<file path="src/rtl/mls_consts.vh">
// constants for the modem line status block
// What this block does
// - bit 7 is inverted carrier detect pin, or user_output_two in loopback
// - bit 6 is inverted ring indicator pin, or user_output_one in loopback
// - bit 5 is inverted data set ready pin, or dtr control bit in loopback
// - bit 4 is inverted clear-to-send pin, or rts control bit in loopback
// - clear-to-send gates the transmitter only when control bit 5 enables it
// - with gating on and pin high (rts control bit clear in loopback), finish current character, start none more
// - flags 3,1,0 set on any change of carrier, data set ready, clear-to-send
// - flag 2 sets only when ring indicator pin rises low to high, or user_output_one goes 1 to 0 in loopback
// - modem interrupt request stands while any of flags 3..0 is one
// - reading the status register clears the change flags
// - after reset flags are zero, upper bits show present input levels
`ifndef MLS_CONSTS_VH
`define MLS_CONSTS_VH

// ************************************************************
// register byte offsets
// ************************************************************
`define MLS_OFS_STATUS   5'h00
`define MLS_OFS_CONTROL  5'h04
`define MLS_OFS_TXDATA   5'h08
`define MLS_OFS_DIVISOR  5'h0c
`define MLS_OFS_TXSTATE  5'h10

// ************************************************************
// modem_control_reg fields
// ************************************************************
`define MLS_CTL_DTR      0
`define MLS_CTL_RTS      1
`define MLS_CTL_USER_ONE 2
`define MLS_CTL_USER_TWO 3
`define MLS_CTL_LOOP     4
`define MLS_CTL_AFE      5
`define MLS_CTL_W        6

// ************************************************************
// reset values
// ************************************************************
`define MLS_CTL_RST      6'h00
`define MLS_FLAGS_RST    4'h0
`define MLS_DIV_RST      16'h0010

// ************************************************************
// timing
// ************************************************************
`define MLS_SYNC_STAGES  2
`define MLS_DATA_BITS    8

`endif

</file>
<file path="src/rtl/mls_sync.v">
// two-stage level synchroniser for the modem inputs
`timescale 1ns/1ps
module mls_sync #(
    parameter W = 4
) (
    // clock
    input  wire         i_ref_clk,
    // asynchronous levels in
    input  wire [W-1:0] i_async,
    // synchronised levels out
    output wire [W-1:0] o_sync
);
    reg [W-1:0] meta_q;
    reg [W-1:0] sync_q;

    // no reset: data only, and the second stage must track the pins during reset
    genvar g;
    generate
        for (g = 0; g < W; g = g + 1) begin : g_bit
            always @(posedge i_ref_clk) begin
                meta_q[g] <= i_async[g];
                sync_q[g] <= meta_q[g];
            end
        end
    endgenerate

    assign o_sync = sync_q;
endmodule // mls_sync

</file>
<file path="src/rtl/mls_modem_status.v">
// modem line status register with modem control, loopback and a flow-gated transmitter
//
// The implementer's own choices: the Avalon-MM slave port and the address map.
`timescale 1ns/1ps
`include "mls_consts.vh"
module mls_modem_status #(
    parameter DIV_W = 16
) (
    // clock and reset
    input  wire        i_ref_clk,
    input  wire        i_rst,
    // avalon-mm slave
    input  wire [4:0]  i_address,
    input  wire        i_read,
    input  wire        i_write,
    input  wire [31:0] i_writedata,
    input  wire [3:0]  i_byteenable,
    output reg         o_waitrequest,
    output reg  [31:0] o_readdata,
    // modem inputs, active low
    input  wire        i_cts_n,
    input  wire        i_dsr_n,
    input  wire        i_ri_n,
    input  wire        i_dcd_n,
    // modem outputs, active low
    output reg         o_dtr_n,
    output reg         o_rts_n,
    output reg         o_user_output_one_n,
    output reg         o_user_output_two_n,
    // serial data and interrupt request
    output reg         o_txd,
    output reg         o_modem_int
);

    // ************************************************************
    // decoding
    // ************************************************************
    function hit;
        input [4:0] addr;
        input [4:0] ofs;
        begin
            hit = (addr == ofs);
        end
    endfunction

    localparam [1:0] ST_IDLE  = 2'h0;
    localparam [1:0] ST_START = 2'h1;
    localparam [1:0] ST_DATA  = 2'h2;
    localparam [1:0] ST_STOP  = 2'h3;

    reg  [`MLS_CTL_W-1:0] ctl_q;
    reg  [3:0]            flags_q;
    reg  [3:0]            flags_d;
    reg  [3:0]            lvl_prev_q;
    reg  [DIV_W-1:0]      div_q;
    reg  [7:0]            hold_q;
    reg                   hold_full_q;
    reg  [1:0]            state_q;
    reg  [DIV_W-1:0]      cnt_q;
    reg  [2:0]            bit_q;
    reg  [7:0]            sh_q;
    reg                   line_q;
    reg  [31:0]           rd_mux;
    reg  [3:0]            clr_mask;

    wire [3:0]            pin_sync;
    wire [3:0]            lvl;
    wire [3:0]            chg;
    wire                  loop;
    wire                  req;
    wire                  acc;
    wire                  wr_acc;
    wire                  stall;
    wire                  tick;
    wire [DIV_W-1:0]      cnt_load;
    genvar                g;

    // ************************************************************
    // input synchroniser
    // ************************************************************
    // only the second stage is read, the first may still be settling
    mls_sync #(
        .W (4)
    ) u_sync (
        .i_ref_clk (i_ref_clk),
        .i_async   ({i_dcd_n, i_ri_n, i_dsr_n, i_cts_n}),
        .o_sync    (pin_sync)
    );

    // ************************************************************
    // status levels and change detection
    // ************************************************************
    assign loop = ctl_q[`MLS_CTL_LOOP];

    // bit order {carrier, ring, data set ready, clear-to-send}
    assign lvl = loop ? {ctl_q[`MLS_CTL_USER_TWO],
                         ctl_q[`MLS_CTL_USER_ONE],
                         ctl_q[`MLS_CTL_DTR],
                         ctl_q[`MLS_CTL_RTS]}
                      : ~pin_sync;

    // ring pin rising means the inverted level falls
    generate
        for (g = 0; g < 4; g = g + 1) begin : g_chg
            if (g == 2) begin : g_trail
                assign chg[g] = lvl_prev_q[g] & ~lvl[g];
            end else begin : g_any
                assign chg[g] = lvl[g] ^ lvl_prev_q[g];
            end
        end
    endgenerate

    // ************************************************************
    // bus handshake
    // ************************************************************
    // one wait cycle: the read value is captured while waitrequest is high,
    // the access completes at the edge where it is low
    assign req    = i_read | i_write;
    assign acc    = req & ~o_waitrequest;
    assign wr_acc = acc & i_write;

    always @(posedge i_ref_clk) begin
        if (i_rst) begin
            o_waitrequest <= 1'b1;
        end else if (acc) begin
            o_waitrequest <= 1'b1;
        end else begin
            o_waitrequest <= ~req;
        end
    end

    // ************************************************************
    // read data
    // ************************************************************
    // narrow registers read zero above their width
    always @* begin
        rd_mux = 32'h0000_0000;
        case (1'b1)
            hit(i_address, `MLS_OFS_STATUS):  rd_mux[7:0] = {lvl, flags_q};
            hit(i_address, `MLS_OFS_CONTROL): rd_mux[`MLS_CTL_W-1:0] = ctl_q;
            hit(i_address, `MLS_OFS_DIVISOR): rd_mux[DIV_W-1:0] = div_q;
            hit(i_address, `MLS_OFS_TXSTATE): rd_mux[3:0] = {o_modem_int, stall,
                                                             hold_full_q,
                                                             state_q != ST_IDLE};
            default:                          rd_mux = 32'h0000_0000;
        endcase
    end

    always @(posedge i_ref_clk) begin
        if (i_rst) begin
            o_readdata <= 32'h0000_0000;
        end else if (req & o_waitrequest) begin
            o_readdata <= i_read ? rd_mux : 32'h0000_0000;
        end
    end

    // ************************************************************
    // change flags and interrupt request
    // ************************************************************
    // only flags that were reported are cleared, so a change arriving during
    // the read survives; a new change in the clearing cycle also wins
    always @* begin
        clr_mask = 4'h0;
        if (acc & i_read & hit(i_address, `MLS_OFS_STATUS)) begin
            clr_mask = o_readdata[3:0];
        end
        flags_d = (flags_q & ~clr_mask) | chg;
    end

    always @(posedge i_ref_clk) begin
        if (i_rst) begin
            flags_q     <= `MLS_FLAGS_RST;
            lvl_prev_q  <= lvl;
        end else begin
            flags_q     <= flags_d;
            lvl_prev_q  <= lvl;
        end
    end

    // ************************************************************
    // interrupt request
    // ************************************************************
    // taken from the next flag value so the request rises with the flag
    always @(posedge i_ref_clk) begin
        if (i_rst) begin
            o_modem_int <= 1'b0;
        end else begin
            o_modem_int <= |flags_d;
        end
    end

    // ************************************************************
    // control and divisor registers
    // ************************************************************
    always @(posedge i_ref_clk) begin
        if (i_rst) begin
            ctl_q <= `MLS_CTL_RST;
            div_q <= `MLS_DIV_RST;
        end else if (wr_acc) begin
            if (hit(i_address, `MLS_OFS_CONTROL) & i_byteenable[0]) begin
                ctl_q <= i_writedata[`MLS_CTL_W-1:0];
            end
            // byte lanes let software update one half of the divisor
            if (hit(i_address, `MLS_OFS_DIVISOR)) begin
                if (i_byteenable[0]) begin
                    div_q[7:0] <= i_writedata[7:0];
                end
                if (i_byteenable[1]) begin
                    div_q[DIV_W-1:8] <= i_writedata[DIV_W-1:8];
                end
            end
        end
    end

    // ************************************************************
    // modem control outputs
    // ************************************************************
    // modem outputs go inactive in loopback, the bits loop back internally
    always @(posedge i_ref_clk) begin
        if (i_rst) begin
            o_dtr_n             <= 1'b1;
            o_rts_n             <= 1'b1;
            o_user_output_one_n <= 1'b1;
            o_user_output_two_n <= 1'b1;
            o_txd               <= 1'b1;
        end else begin
            o_dtr_n             <= loop | ~ctl_q[`MLS_CTL_DTR];
            o_rts_n             <= loop | ~ctl_q[`MLS_CTL_RTS];
            o_user_output_one_n <= loop | ~ctl_q[`MLS_CTL_USER_ONE];
            o_user_output_two_n <= loop | ~ctl_q[`MLS_CTL_USER_TWO];
            o_txd               <= loop | line_q;
        end
    end

    // ************************************************************
    // transmitter, 8 data bits, one stop bit
    // ************************************************************
    // one holding byte in front of the shifter, no fifo
    // clear-to-send pin high reads as level 0
    assign stall    = ctl_q[`MLS_CTL_AFE] & ~lvl[0];
    // a divisor of zero runs as one, so the bit timer never stops
    assign tick     = (cnt_q == {DIV_W{1'b0}});
    assign cnt_load = (div_q == {DIV_W{1'b0}}) ? {DIV_W{1'b0}}
                                               : div_q - {{(DIV_W-1){1'b0}}, 1'b1};

    always @(posedge i_ref_clk) begin
        if (i_rst) begin
            hold_q      <= 8'h00;
            hold_full_q <= 1'b0;
            state_q     <= ST_IDLE;
            cnt_q       <= {DIV_W{1'b0}};
            bit_q       <= 3'h0;
            sh_q        <= 8'h00;
            line_q      <= 1'b1;
        end else begin
            // a write while the holding byte is still full is dropped
            if (wr_acc & hit(i_address, `MLS_OFS_TXDATA) & i_byteenable[0]
                & ~hold_full_q) begin
                hold_q      <= i_writedata[7:0];
                hold_full_q <= 1'b1;
            end
            cnt_q <= tick ? cnt_load : cnt_q - {{(DIV_W-1){1'b0}}, 1'b1};
            case (state_q)
                ST_IDLE: begin
                    line_q <= 1'b1;
                    if (hold_full_q & ~stall) begin
                        sh_q        <= hold_q;
                        hold_full_q <= 1'b0;
                        line_q      <= 1'b0;
                        cnt_q       <= cnt_load;
                        state_q     <= ST_START;
                    end
                end
                ST_START: begin
                    if (tick) begin
                        line_q  <= sh_q[0];
                        sh_q    <= {1'b0, sh_q[7:1]};
                        bit_q   <= 3'h0;
                        state_q <= ST_DATA;
                    end
                end
                ST_DATA: begin
                    // a stall here does not cut the character short
                    if (tick) begin
                        if (bit_q == 3'h7) begin
                            line_q  <= 1'b1;
                            state_q <= ST_STOP;
                        end else begin
                            line_q <= sh_q[0];
                            sh_q   <= {1'b0, sh_q[7:1]};
                            bit_q  <= bit_q + 3'h1;
                        end
                    end
                end
                ST_STOP: begin
                    if (tick) begin
                        state_q <= ST_IDLE;
                    end
                end
                default: begin
                    state_q <= ST_IDLE;
                end
            endcase
        end
    end

endmodule // mls_modem_status

</file>
<file path="config.mk">
export PLATFORM = sky130hd
export DESIGN_NAME = mls_modem_status
export DESIGN_NICKNAME = d
export VERILOG_FILES = /design/src/rtl/mls_sync.v /design/src/rtl/mls_modem_status.v
export VERILOG_INCLUDE_DIRS = /design/src /design/src/rtl
export SDC_FILE = /design/constraint.sdc
export NUM_CORES = 1
export LEC_CHECK = 0
export ABC_AREA = 0
export BUFFER_PORTS_ARGS = -buffer_cell sky130_fd_sc_hd__buf_2
export CORE_ASPECT_RATIO = 0.9
export CORE_UTILIZATION = 25
export CTS_CLUSTER_SIZE = 40
export DETAILED_ROUTE_END_ITERATION = 10
export HOLD_SLACK_MARGIN = 0.06
export PLACE_DENSITY = 0.43
export SLEW_MARGIN = 20
export SYNTH_ARGS = -nofsm -noshare
export SYNTH_HDL_FRONTEND = slang
export SYNTH_SLANG_ARGS = --single-unit
</file>
<file path="constraint.sdc">
create_clock -name i_ref_clk -period 2.1 [get_ports i_ref_clk]
set_input_delay 0.315 -clock i_ref_clk [delete_from_list [all_inputs] [get_ports i_ref_clk]]
set_output_delay 0.315 -clock i_ref_clk [all_outputs]
set_load 0.02 [all_outputs]
</file>
==> metrics, run 1 <==
CTS clk-pin slew, worst paths=about 70 ps; PD cells=903 mW/mm2; top_reg_cell synth=dfxtp_1; Residual DRC=0; dpl hpwl=9110 um; final wirelength=12300 um; number of synthesis warnings=0; # Max-Cap Violations=0; # Post-CTS Setup Buffers=0; CTS tree=done; n_diodes=0; Post-Place Cells=818; Post-synth EDFFs=0; proportion of layout cells with a drive suffix above 1=21.1%; Die H=132 um; leakage power total=around 2.3 nW; routability congestion estimate=0.778; Seq cells post-synth=100; Initial Util=25.5%; Die ar.=approximately 0.019 mm2; DR vias=3775; Arr. time, crit path=around 2200 ps; cell-internal power=3.47 mW; Crit Path Class=reg2reg; Core Util, Final=30.6%; port bufs=53; Async SR Flop Fraction=0%; DR vias/cell=4.50; vias in the first global route=approximately 3700; Synth cell types=a little under 60; Sw Share=31.7%; gr ovfl total=0; FF-to-FF setup slack=around 160 ps; clk_skew=7.21 ps; Clk pwr share=30.4%; area of the core=around 0.018 mm2; largest fanout on the critical path=9; Max clock buf depth=2; num rows=47; Final Hold Vio Count=0; Root Driver=clkbuf_16; peak supply drop=0.000389 V; combinational share of power=between 20% and 30%; Tmin final=a little under 2000 ps; drt pass-1 iters=4; Crit. End Element=flip-flop; Clock Sinks=100; Ports=88; Crit path required time=2330 ps; max_slew headroom=59.0%; final number of setup-violating endpoints=0; CTS H-tree depth=3; post-route ant nets=0; max-slew violations=0; worst-skew pair later-pin latency=350 ps; fillcell total=about 2000; post-synthesis area per instance=between 9 and 10 um2; Die X=146 um; Final period util=92.5%; Num CTS Buffers=9; nets@finish=647; switching power total=between 1.5 and 2 mW; largest net degree at the start of global routing=35; wire per inst=14.7 um; Mapped Cells=518; first-pass GRT wire length=19800 um; share of power burned in registers=43.7%; initial antenna violation count=0; run status=completed; Iter 0 DRT Violations=200; non-filler instance count after layout=838; cell area after synthesis=0.00470 mm2; f_max=515 MHz; sequential area share after synthesis=roughly 43%; worst slew pin tran=611 ps; Fin Setup TNS=0 ps; Hold Path Class=in2reg; Setup crit start kind=flip-flop; Layout area overhead=19.8%; gr usage total=a little over an eighth; unrepaired setup endpoints after global routing=no
-- cells by family (layout without fill, tap and decap cells) --
group                      count (synthesis)  after routing  share of synthesized area (%)
adders and majority gates                 10             10                           2.66
xor gates and xnor gates                  26             26                           4.85
DFF                                      100            100                           42.6
buffers and inverters                     52            112                           5.75
AOI/OAI and AO/OA                         91             91                           12.6
other                                      1             16                         0.0798
and+or+nand+nor                          193            193                           21.7
muxes                                     45             45                           9.78
-- worst paths after layout --
path | startpoint | endpoint | cells past startpoint
setup / recovery | state_q[0] | sh_q[3] | 6
hold / removal | i_writedata[14] | div_q[14] | 3
setup reg to reg | state_q[0] | sh_q[3] | 6
hold reg to reg | u_sync.meta_q[2] | u_sync.o_sync[2] | 0
-- power by group through the flow --
stage / Clock (mW) / Sequential (mW) / Combinational [mW]
floorplan: 0 / 2.23 / 1.02
finish: 1.54 / 2.22 / 1.32
detailed placement: 0 / 2.26 / 1.30
global placement: 0 / 2.25 / 1.29
global route: 1.68 / 2.24 / 1.47
CTS: 1.61 / 2.21 / 1.32
-- cells in the mapped netlist (3+ instances only) --
master      n  area, um2
xor2_1     13        114
buf_2       3       15.0
and2_1      3       18.8
o22ai_1     8       50.1
inv_1      12       45.0
nand3_1     8       40.0
a31oi_1     7       43.8
mux2i_1    38        380
nand2b_1   10       62.6
nand2_1    40        150
dfxtp_1   100       2000
nor4_4      3       63.8
nor4_1     11       68.8
nor3_1     14       70.1
nor3_2      3       30.0
clkbuf_1   19       71.3
buf_4      17        128
o21a_1      3       22.5
o211ai_1    3       22.5
a21oi_1    29        145
or3_1       5       31.3
nand4_1     4       25.0
a21o_1      3       22.5
ha_1       10        125
mux2_2      7       78.8
o21ai_0    10       50.1
a22oi_1    11       82.6
xnor2_1    13        114
nor2_1     66        248
nor3b_1     3       22.5
nor2b_1     6       37.5
-- flip-flops by register name (all words and copies together), names as in the netlist, 2 cells and up --
register / cells
bit_q: 3
cnt_q: 16
ctl_q: 6
div_q: 16
flags_q: 4
hold_q: 8
lvl_prev_q: 4
o_readdata: 16
sh_q: 8
state_q: 2
u_sync.meta_q: 4
u_sync.o_sync: 4
-- metal layers --
layer | global-route usage (%) | wire, um | up-vias
met5 | 0 | 0 | -
met4 | 4.69 | 174 | 0
met3 | 2.56 | 359 | 8
met2 | 20.5 | 5550 | 69
met1 | 17.6 | 6210 | 1770
li1 | - | - | 1928
-- cells in the final DEF, fill, tap and decap left out, types with 3 or more instances in the layout --
master,n
and2_1,3
nor3_1,13
a21oi_1,29
clkinv_2,3
buf_2,53
or3_1,5
o22ai_1,8
nor2_1,66
nand4_1,4
nor4_1,10
buf_4,27
nor3_2,4
o21a_1,3
a22oi_1,11
conb_1,16
nand2_1,40
ha_1,10
clkbuf_16,9
xnor2_1,13
mux2_2,7
xor2_1,13
nand3_1,8
dfxtp_1,100
mux2i_1,38
dlygate4sd3_1,4
nand2b_1,10
o21ai_0,10
nor2b_1,6
a31oi_1,7
inv_1,12
nor4_4,3
o211ai_1,3
a21o_1,3
nor3b_1,3
-- critical path, stage by stage, from the launching register on --
cell	delay (ps)
dfxtp_1	420
inv_1	90
ha_1	210
or2_2	360
a21o_1	310
nor4_1	340
nor3_1	90
-- metrics by stage --
stage	worst slack (ps)	hold WS (ps)	power (mW)	instance area (um2)
after floorplan	241	310	3.26	4750
final	158	197	5.08	5630
after global routing	17.7	201	5.40	5630
after CTS	121	187	5.14	5620
after detailed placement	111	312	3.56	5310
after global placement	179	310	3.55	5310
-- cell type report --
cell class	instances	area, um2	area share (%)
flip-flops and latches	100	2000	35.6
clock buffers	10	229	4.07
clock inverters	6	40.0	0.711
inverters	12	45.0	0.800
well taps	245	307	5.45
multi-input cells	381	2500	44.4
repair buffers	84	508	9.02
-- timing repair --
| action | CTS | global route |
|---|---|---|
| hold buffers | 4 | 0 |
| resized for setup | 0 | 2 |
| setup endpoints to repair | 0 | 3 |
| hold endpoints to repair | 4 | 0 |
(Power assumes the default switching activity.)
==> inputs of run 2 (changes only) <==
Settings changed: ABC_AREA 0 to 1.
==> run 2 against run 1 <==
  * Sequential power grew 4%
  * Cell count grew 28%
  * Power grew 29%
  * Die area grew 9.9%
  * Flip-flop and latch count is the same
  * Synthesized cell count grew 46%
  * Fmax grew 8.1%
  * Combinational power grew 89%
  * Clock power grew 14%
  * Largest cell class unchanged
==> metrics, run 2 <==
share of the synthesized area in the top cell type=38.7%; post-synthesis area per instance=6.85 um2; Fin Setup TNS=0 ps; n_diodes=0; Ports=88; Core Util, Final=29.9%; Iter 0 DRT Violations=236; vias in the first global route=4401; f_max=between 500 and 600 MHz; worst slew pin tran=831 ps; most common cell after layout, fill and taps aside=nand2_1; Post-synth EDFFs=0; Crit. End Element=flip-flop; leakage power total=2.73 nW; Seq cells post-synth=100; DR vias/cell=~4.3; DR vias=4637; max_slew headroom=44.4%; # Max-Cap Violations=0; CP startpoint=div_q[0]; Crit Path Class=reg2reg; Die X=154 um; Synth Area in Adders=2.42%; Clock Sinks=100; cell area after synthesis=0.00517 mm2; initial antenna violation count=0; top_reg_cell synth=dfxtp_1; area of the core=0.0201 mm2; Die H=138 um; Mapped Cells=755; CTS clk-pin slew, worst paths=70 ps; Max clock buf depth=2; most frequent cells in the layout=nand2_1 (171), nor2_1 (109), dfxtp_1 (100), inv_1 (93), a21oi_1 (59); Post-Place Worst Slack=251 ps; peak supply drop=0.000543 V; PnR Total Power=roughly 6.6 mW; Residual DRC=0; fillcell total=2303; gr ovfl total=0; Post-Synth XOR/XNOR Area=2.71%; Arr. time, crit path=just over 2000 ps; Num CTS Buffers=9; CP endpoint=cnt_q[11]; Synth cell types=35; post-route cell area=0.00601 mm2; post-route ant nets=0; run status=completed; Final period util=a little under nine tenths; Hold Path Class=in2reg; largest net degree at the start of global routing=31; first-pass GRT wire length=22700 um; worst r2r path cells=9; Final Hold Vio Count=0; Tmin final=about 1800 ps; R2R Path End=cnt_q[11]; dpl hpwl=10400 um; Post-Place Cells=approximately 1100; reg-to-reg startpoint=div_q[0]; number of synthesis warnings=0; port bufs=53; Crit path required time=between 2000 and 2500 ps; max-slew violations=0; sequential area share after synthesis=38.7%; nets@finish=871; simple-gate share of the synthesized area=30.9%; PD cells=1100 mW/mm2; largest fanout on the critical path=9; Die ar.=0.0213 mm2; CTS tree=done; drt pass-1 iters=5; Placement Cell Area=around 0.0057 mm2; Root Driver=clkbuf_16; multiplexer share of the synthesized area=0%; Synth Area in Compound Gates=a little over an eighth; final wirelength=13800 um; main combinational cell family by area after synthesis=simple AND/OR/NAND/NOR gates; clk_skew=7.23 ps; num rows=roughly 50; top-count cell post-synth=nand2_1; gr usage total=between 10 and 15%; wire per inst=~13 um; area leader, netlist=dfxtp_1; Multi-input gate area=0.00261 mm2; # Post-CTS Setup Buffers=0; Layout area overhead=16.2%; Synth top cells by count=nand2_1 (171), nor2_1 (109), dfxtp_1 (100); hold slack final=approximately 250 ps; worst-skew pair later-pin latency=350 ps; routability congestion estimate=about 0.81; biggest regs=cnt_q x16, div_q x16, o_readdata x16; unrepaired setup endpoints after global routing=no; synth top area cells=dfxtp_1 (39%), nand2_1 (12%), nor2_1 (7.9%); FF-to-FF setup slack=300 ps; final number of setup-violating endpoints=0; non-filler instance count after layout=1072; Async SR Flop Fraction=0%; Initial Util=25.7%; CTS H-tree depth=3; proportion of layout cells with a drive suffix above 1=between 10% and 20%; Worst Setup Slack, final=303 ps; register area=0.00200 mm2; Setup crit start kind=flip-flop
==> run 2: changes by cell type after synthesis, moves of 28 or more <==
cell	before	now
o21ai_0	10	38
mux2i_1	38	0
nor2_1	66	109
a21oi_1	29	59
nand2_1	40	171
nand3_1	8	41
inv_1	12	93
==> run 2: critical path: stages, from the launching register on <==
cell and delay [ps]:
dfxtp_1 310, inv_1 150, ha_1 220, nand2_1 120, nor2_1 180, nand2_1 270, nand3_1 250, nor2_1 60
nor2_1 90, nor2_1 40
==> run 2: cell families after synthesis <==
group | count (synthesis)
adders and majority gates | 10
other | 1
and+or+nand+nor | 365
AOI/OAI and AO/OA | 126
buffers and inverters | 137
DFF | 100
xor gates and xnor gates | 16
==> run 2: final cells by class <==
| cell class | count | share of cell area [%] |
|---|---|---|
| well taps | 255 | 5.31 |
| inverters | 100 | 6.25 |
| multi-input cells | 533 | 43.5 |
| clock inverters | 7 | 1.40 |
| repair buffers | 68 | 6.46 |
| clock buffers | 9 | 3.75 |
| flip-flops and latches | 100 | 33.3 |
==> run 2: timing repair <==
action / CTS / global route
hold endpoints to repair: 4 / 0
hold buffers: 4 / 0
resized for setup: 0 / 0
==> run 2: worst min-delay path by stage <==
stage / startpoint / endpoint / slack [ps] / cells past startpoint
finish: i_writedata[13] / div_q[13] / 250 / 3
detailed placement: u_sync.meta_q[0] / u_sync.o_sync[0] / 310 / 0
global placement: u_sync.meta_q[0] / u_sync.o_sync[0] / 310 / 0
global route: i_writedata[13] / div_q[13] / 250 / 3
CTS: i_writedata[13] / div_q[13] / 230 / 3
floorplan: u_sync.meta_q[0] / u_sync.o_sync[0] / 310 / 0
==> run 2: metal layers <==
metal	up-vias	wire, um	GRT usage (%)
met5	-	0	0
met4	0	153	3.79
met3	10	559	2.95
met2	83	5540	19.6
met1	2061	7550	19.8
li1	2483	-	-
==> run 2: power breakdown <==
group | total [mW] | internal (mW) | switching, mW
sequential | 2.31 | 2.14 | 0.172
combinational | 2.50 | 0.876 | 1.63
clock | 1.76 | 0.947 | 0.815
==> inputs of run 3 (changes only) <==
Settings changed: CORE_ASPECT_RATIO 0.9 to not set, SKIP_LAST_GASP set to 1.
==> run 3 against run 2 <==
  * Utilization grew 0.057 points
  * Largest cell class unchanged
  * Register-to-register slack improved by 30 ps
  * Critical endpoint unchanged
  * Cell count rose by 1.4%
==> metrics, run 3 (synthesis results as in run 2) <==
f_max=565 MHz; post-route ant nets=0; first-pass GRT wire length=between 20000 and 25000 um; Die H=146 um; DR vias/cell=4.24; PD cells=around 1100 mW/mm2; critical path's most frequent cell=nor2_1; routability congestion estimate=0.789; register area=0.00200 mm2; unrepaired setup endpoints after global routing=no; n_diodes=0; Clock Sinks=100; CTS tree=done; num rows=52; Crit. End Element=flip-flop; CP cell instances=inv_1 > ha_1 > nand2_1 > nor2_1 > nand2_1 > nand3_1 > nor2_1 > nor2_1 > nor2_1; post-CTS resize count=0; Die X=approximately 150 um; most common cell after layout, fill and taps aside=nand2_1; # Max-Cap Violations=0; Initial Util=25.6%; reg-to-reg startpoint=div_q[1]; nets@finish=871; CTS clk-pin slew, worst paths=80 ps; leakage power total=approximately 2.7 nW; CP startpoint=div_q[1]; final wirelength=13400 um; worst-skew pair later-pin latency=350 ps; largest fanout on the critical path=9; slowest CP cell=dfxtp_1; vias in the first global route=4503; Root Driver=clkbuf_16; Fin Setup TNS=0 ps; gr usage total=13.0%; Crit Path Class=reg2reg; worst slew pin tran=around 530 ps; max_slew headroom=roughly 65%; biggest regs=cnt_q x16, div_q x16, o_readdata x16; max-slew violations=0; Post-Place Cells=1067; Residual DRC=0; Die ar.=0.0213 mm2; peak supply drop=0.000445 V; Layout area overhead=17.1%; Iter 0 DRT Violations=216; initial antenna violation count=0; Hold Path Class=in2reg; HP Start=i_writedata[4]; most frequent cells in the layout=nand2_1 (171), nor2_1 (109), dfxtp_1 (100), inv_1 (93), a21oi_1 (59); slowest stage delay, CP=300 ps; final number of setup-violating endpoints=0; Multi-input gate area=0.00261 mm2; Setup crit start kind=flip-flop; proportion of layout cells with a drive suffix above 1=14.0%; fillcell total=2264; port bufs=53; dpl hpwl=10300 um; area of the core=0.0202 mm2; clk_skew=10.4 ps; Final Hold Vio Count=0; Arr. time, crit path=2020 ps; largest net degree at the start of global routing=31; gr ovfl total=0; Tmin final=1770 ps; non-filler instance count after layout=1087; run status=completed; wire per inst=12.4 um; Crit path required time=~2400 ps; # Post-CTS Setup Buffers=0; Num CTS Buffers=9; Max clock buf depth=2; Final period util=a little over four fifths; Ports=88; CTS H-tree depth=3; drt pass-1 iters=4; DR vias=between 4000 and 5000
==> run 3: cell types whose count changed in the layout (fill, tap and decap cells not counted), sizes merged <==
cell,before,now
bufinv,1,2
clkinvlp,1,0
clkinv,2,1
inv,103,104
==> run 3: stage by stage <==
step                util, %  hold slack [ps]  power [mW]  setup slack [ps]  area (um2)
floorplan                 -              310        4.38               549        5230
global placement       28.1              311        4.87               324        5680
CTS                    29.9              219        6.80               319        6060
finish                 29.9              238        6.70               331        6060
global route           29.9              245        7.26               125        6060
detailed placement     28.1              312        4.86               328        5680
==> run 3: worst max-delay path, delay by kind of cell, from the launching register on <==
kind          cells  cell delay (ps)
buf+inv           1              150
fa+ha+maj         1              230
flops             1              300
simple gates      7             1000
==> run 3: layout make-up <==
| type | instances | share of cell area [%] |
|---|---|---|
| inverters | 100 | 6.20 |
| clock buffers | 9 | 3.72 |
| flip-flops and latches | 100 | 33.1 |
| repair buffers | 68 | 6.40 |
| well taps | 270 | 5.58 |
| clock inverters | 7 | 1.88 |
| multi-input cells | 533 | 43.2 |
==> run 3: worst paths after layout <==
kind / end / slack (ps) / cells after the start
worst min register to register: u_sync.o_sync[3] / 330 / 0
worst max-delay path: cnt_q[11] / 330 / 9
worst min-delay path: div_q[4] / 240 / 3
worst max register to register: cnt_q[11] / 330 / 9
==> run 3: power breakdown <==
part           switching [mW]  total, mW  internal, mW
clock network           0.819       1.90          1.08
registers               0.171       2.31          2.14
logic                    1.62       2.49         0.866
total                    2.61       6.70          4.09
==> run 3: repair_timing <==
action | in CTS | in global routing
hold endpoints to repair | 4 | 0
endpoints found under the setup margin | 0 | 0
hold buffers | 4 | 0
==> run 3: routing by layer <==
| metal | up-vias | track usage (%) | wire length (um) |
|---|---|---|---|
| met1 | 2050 | 17.7 | 6910 |
| met2 | 70 | 20.6 | 5950 |
| met4 | 0 | 3.95 | 163 |
| met5 | - | 0 | 0 |
| li1 | 2481 | - | - |
| met3 | 10 | 2.51 | 428 |
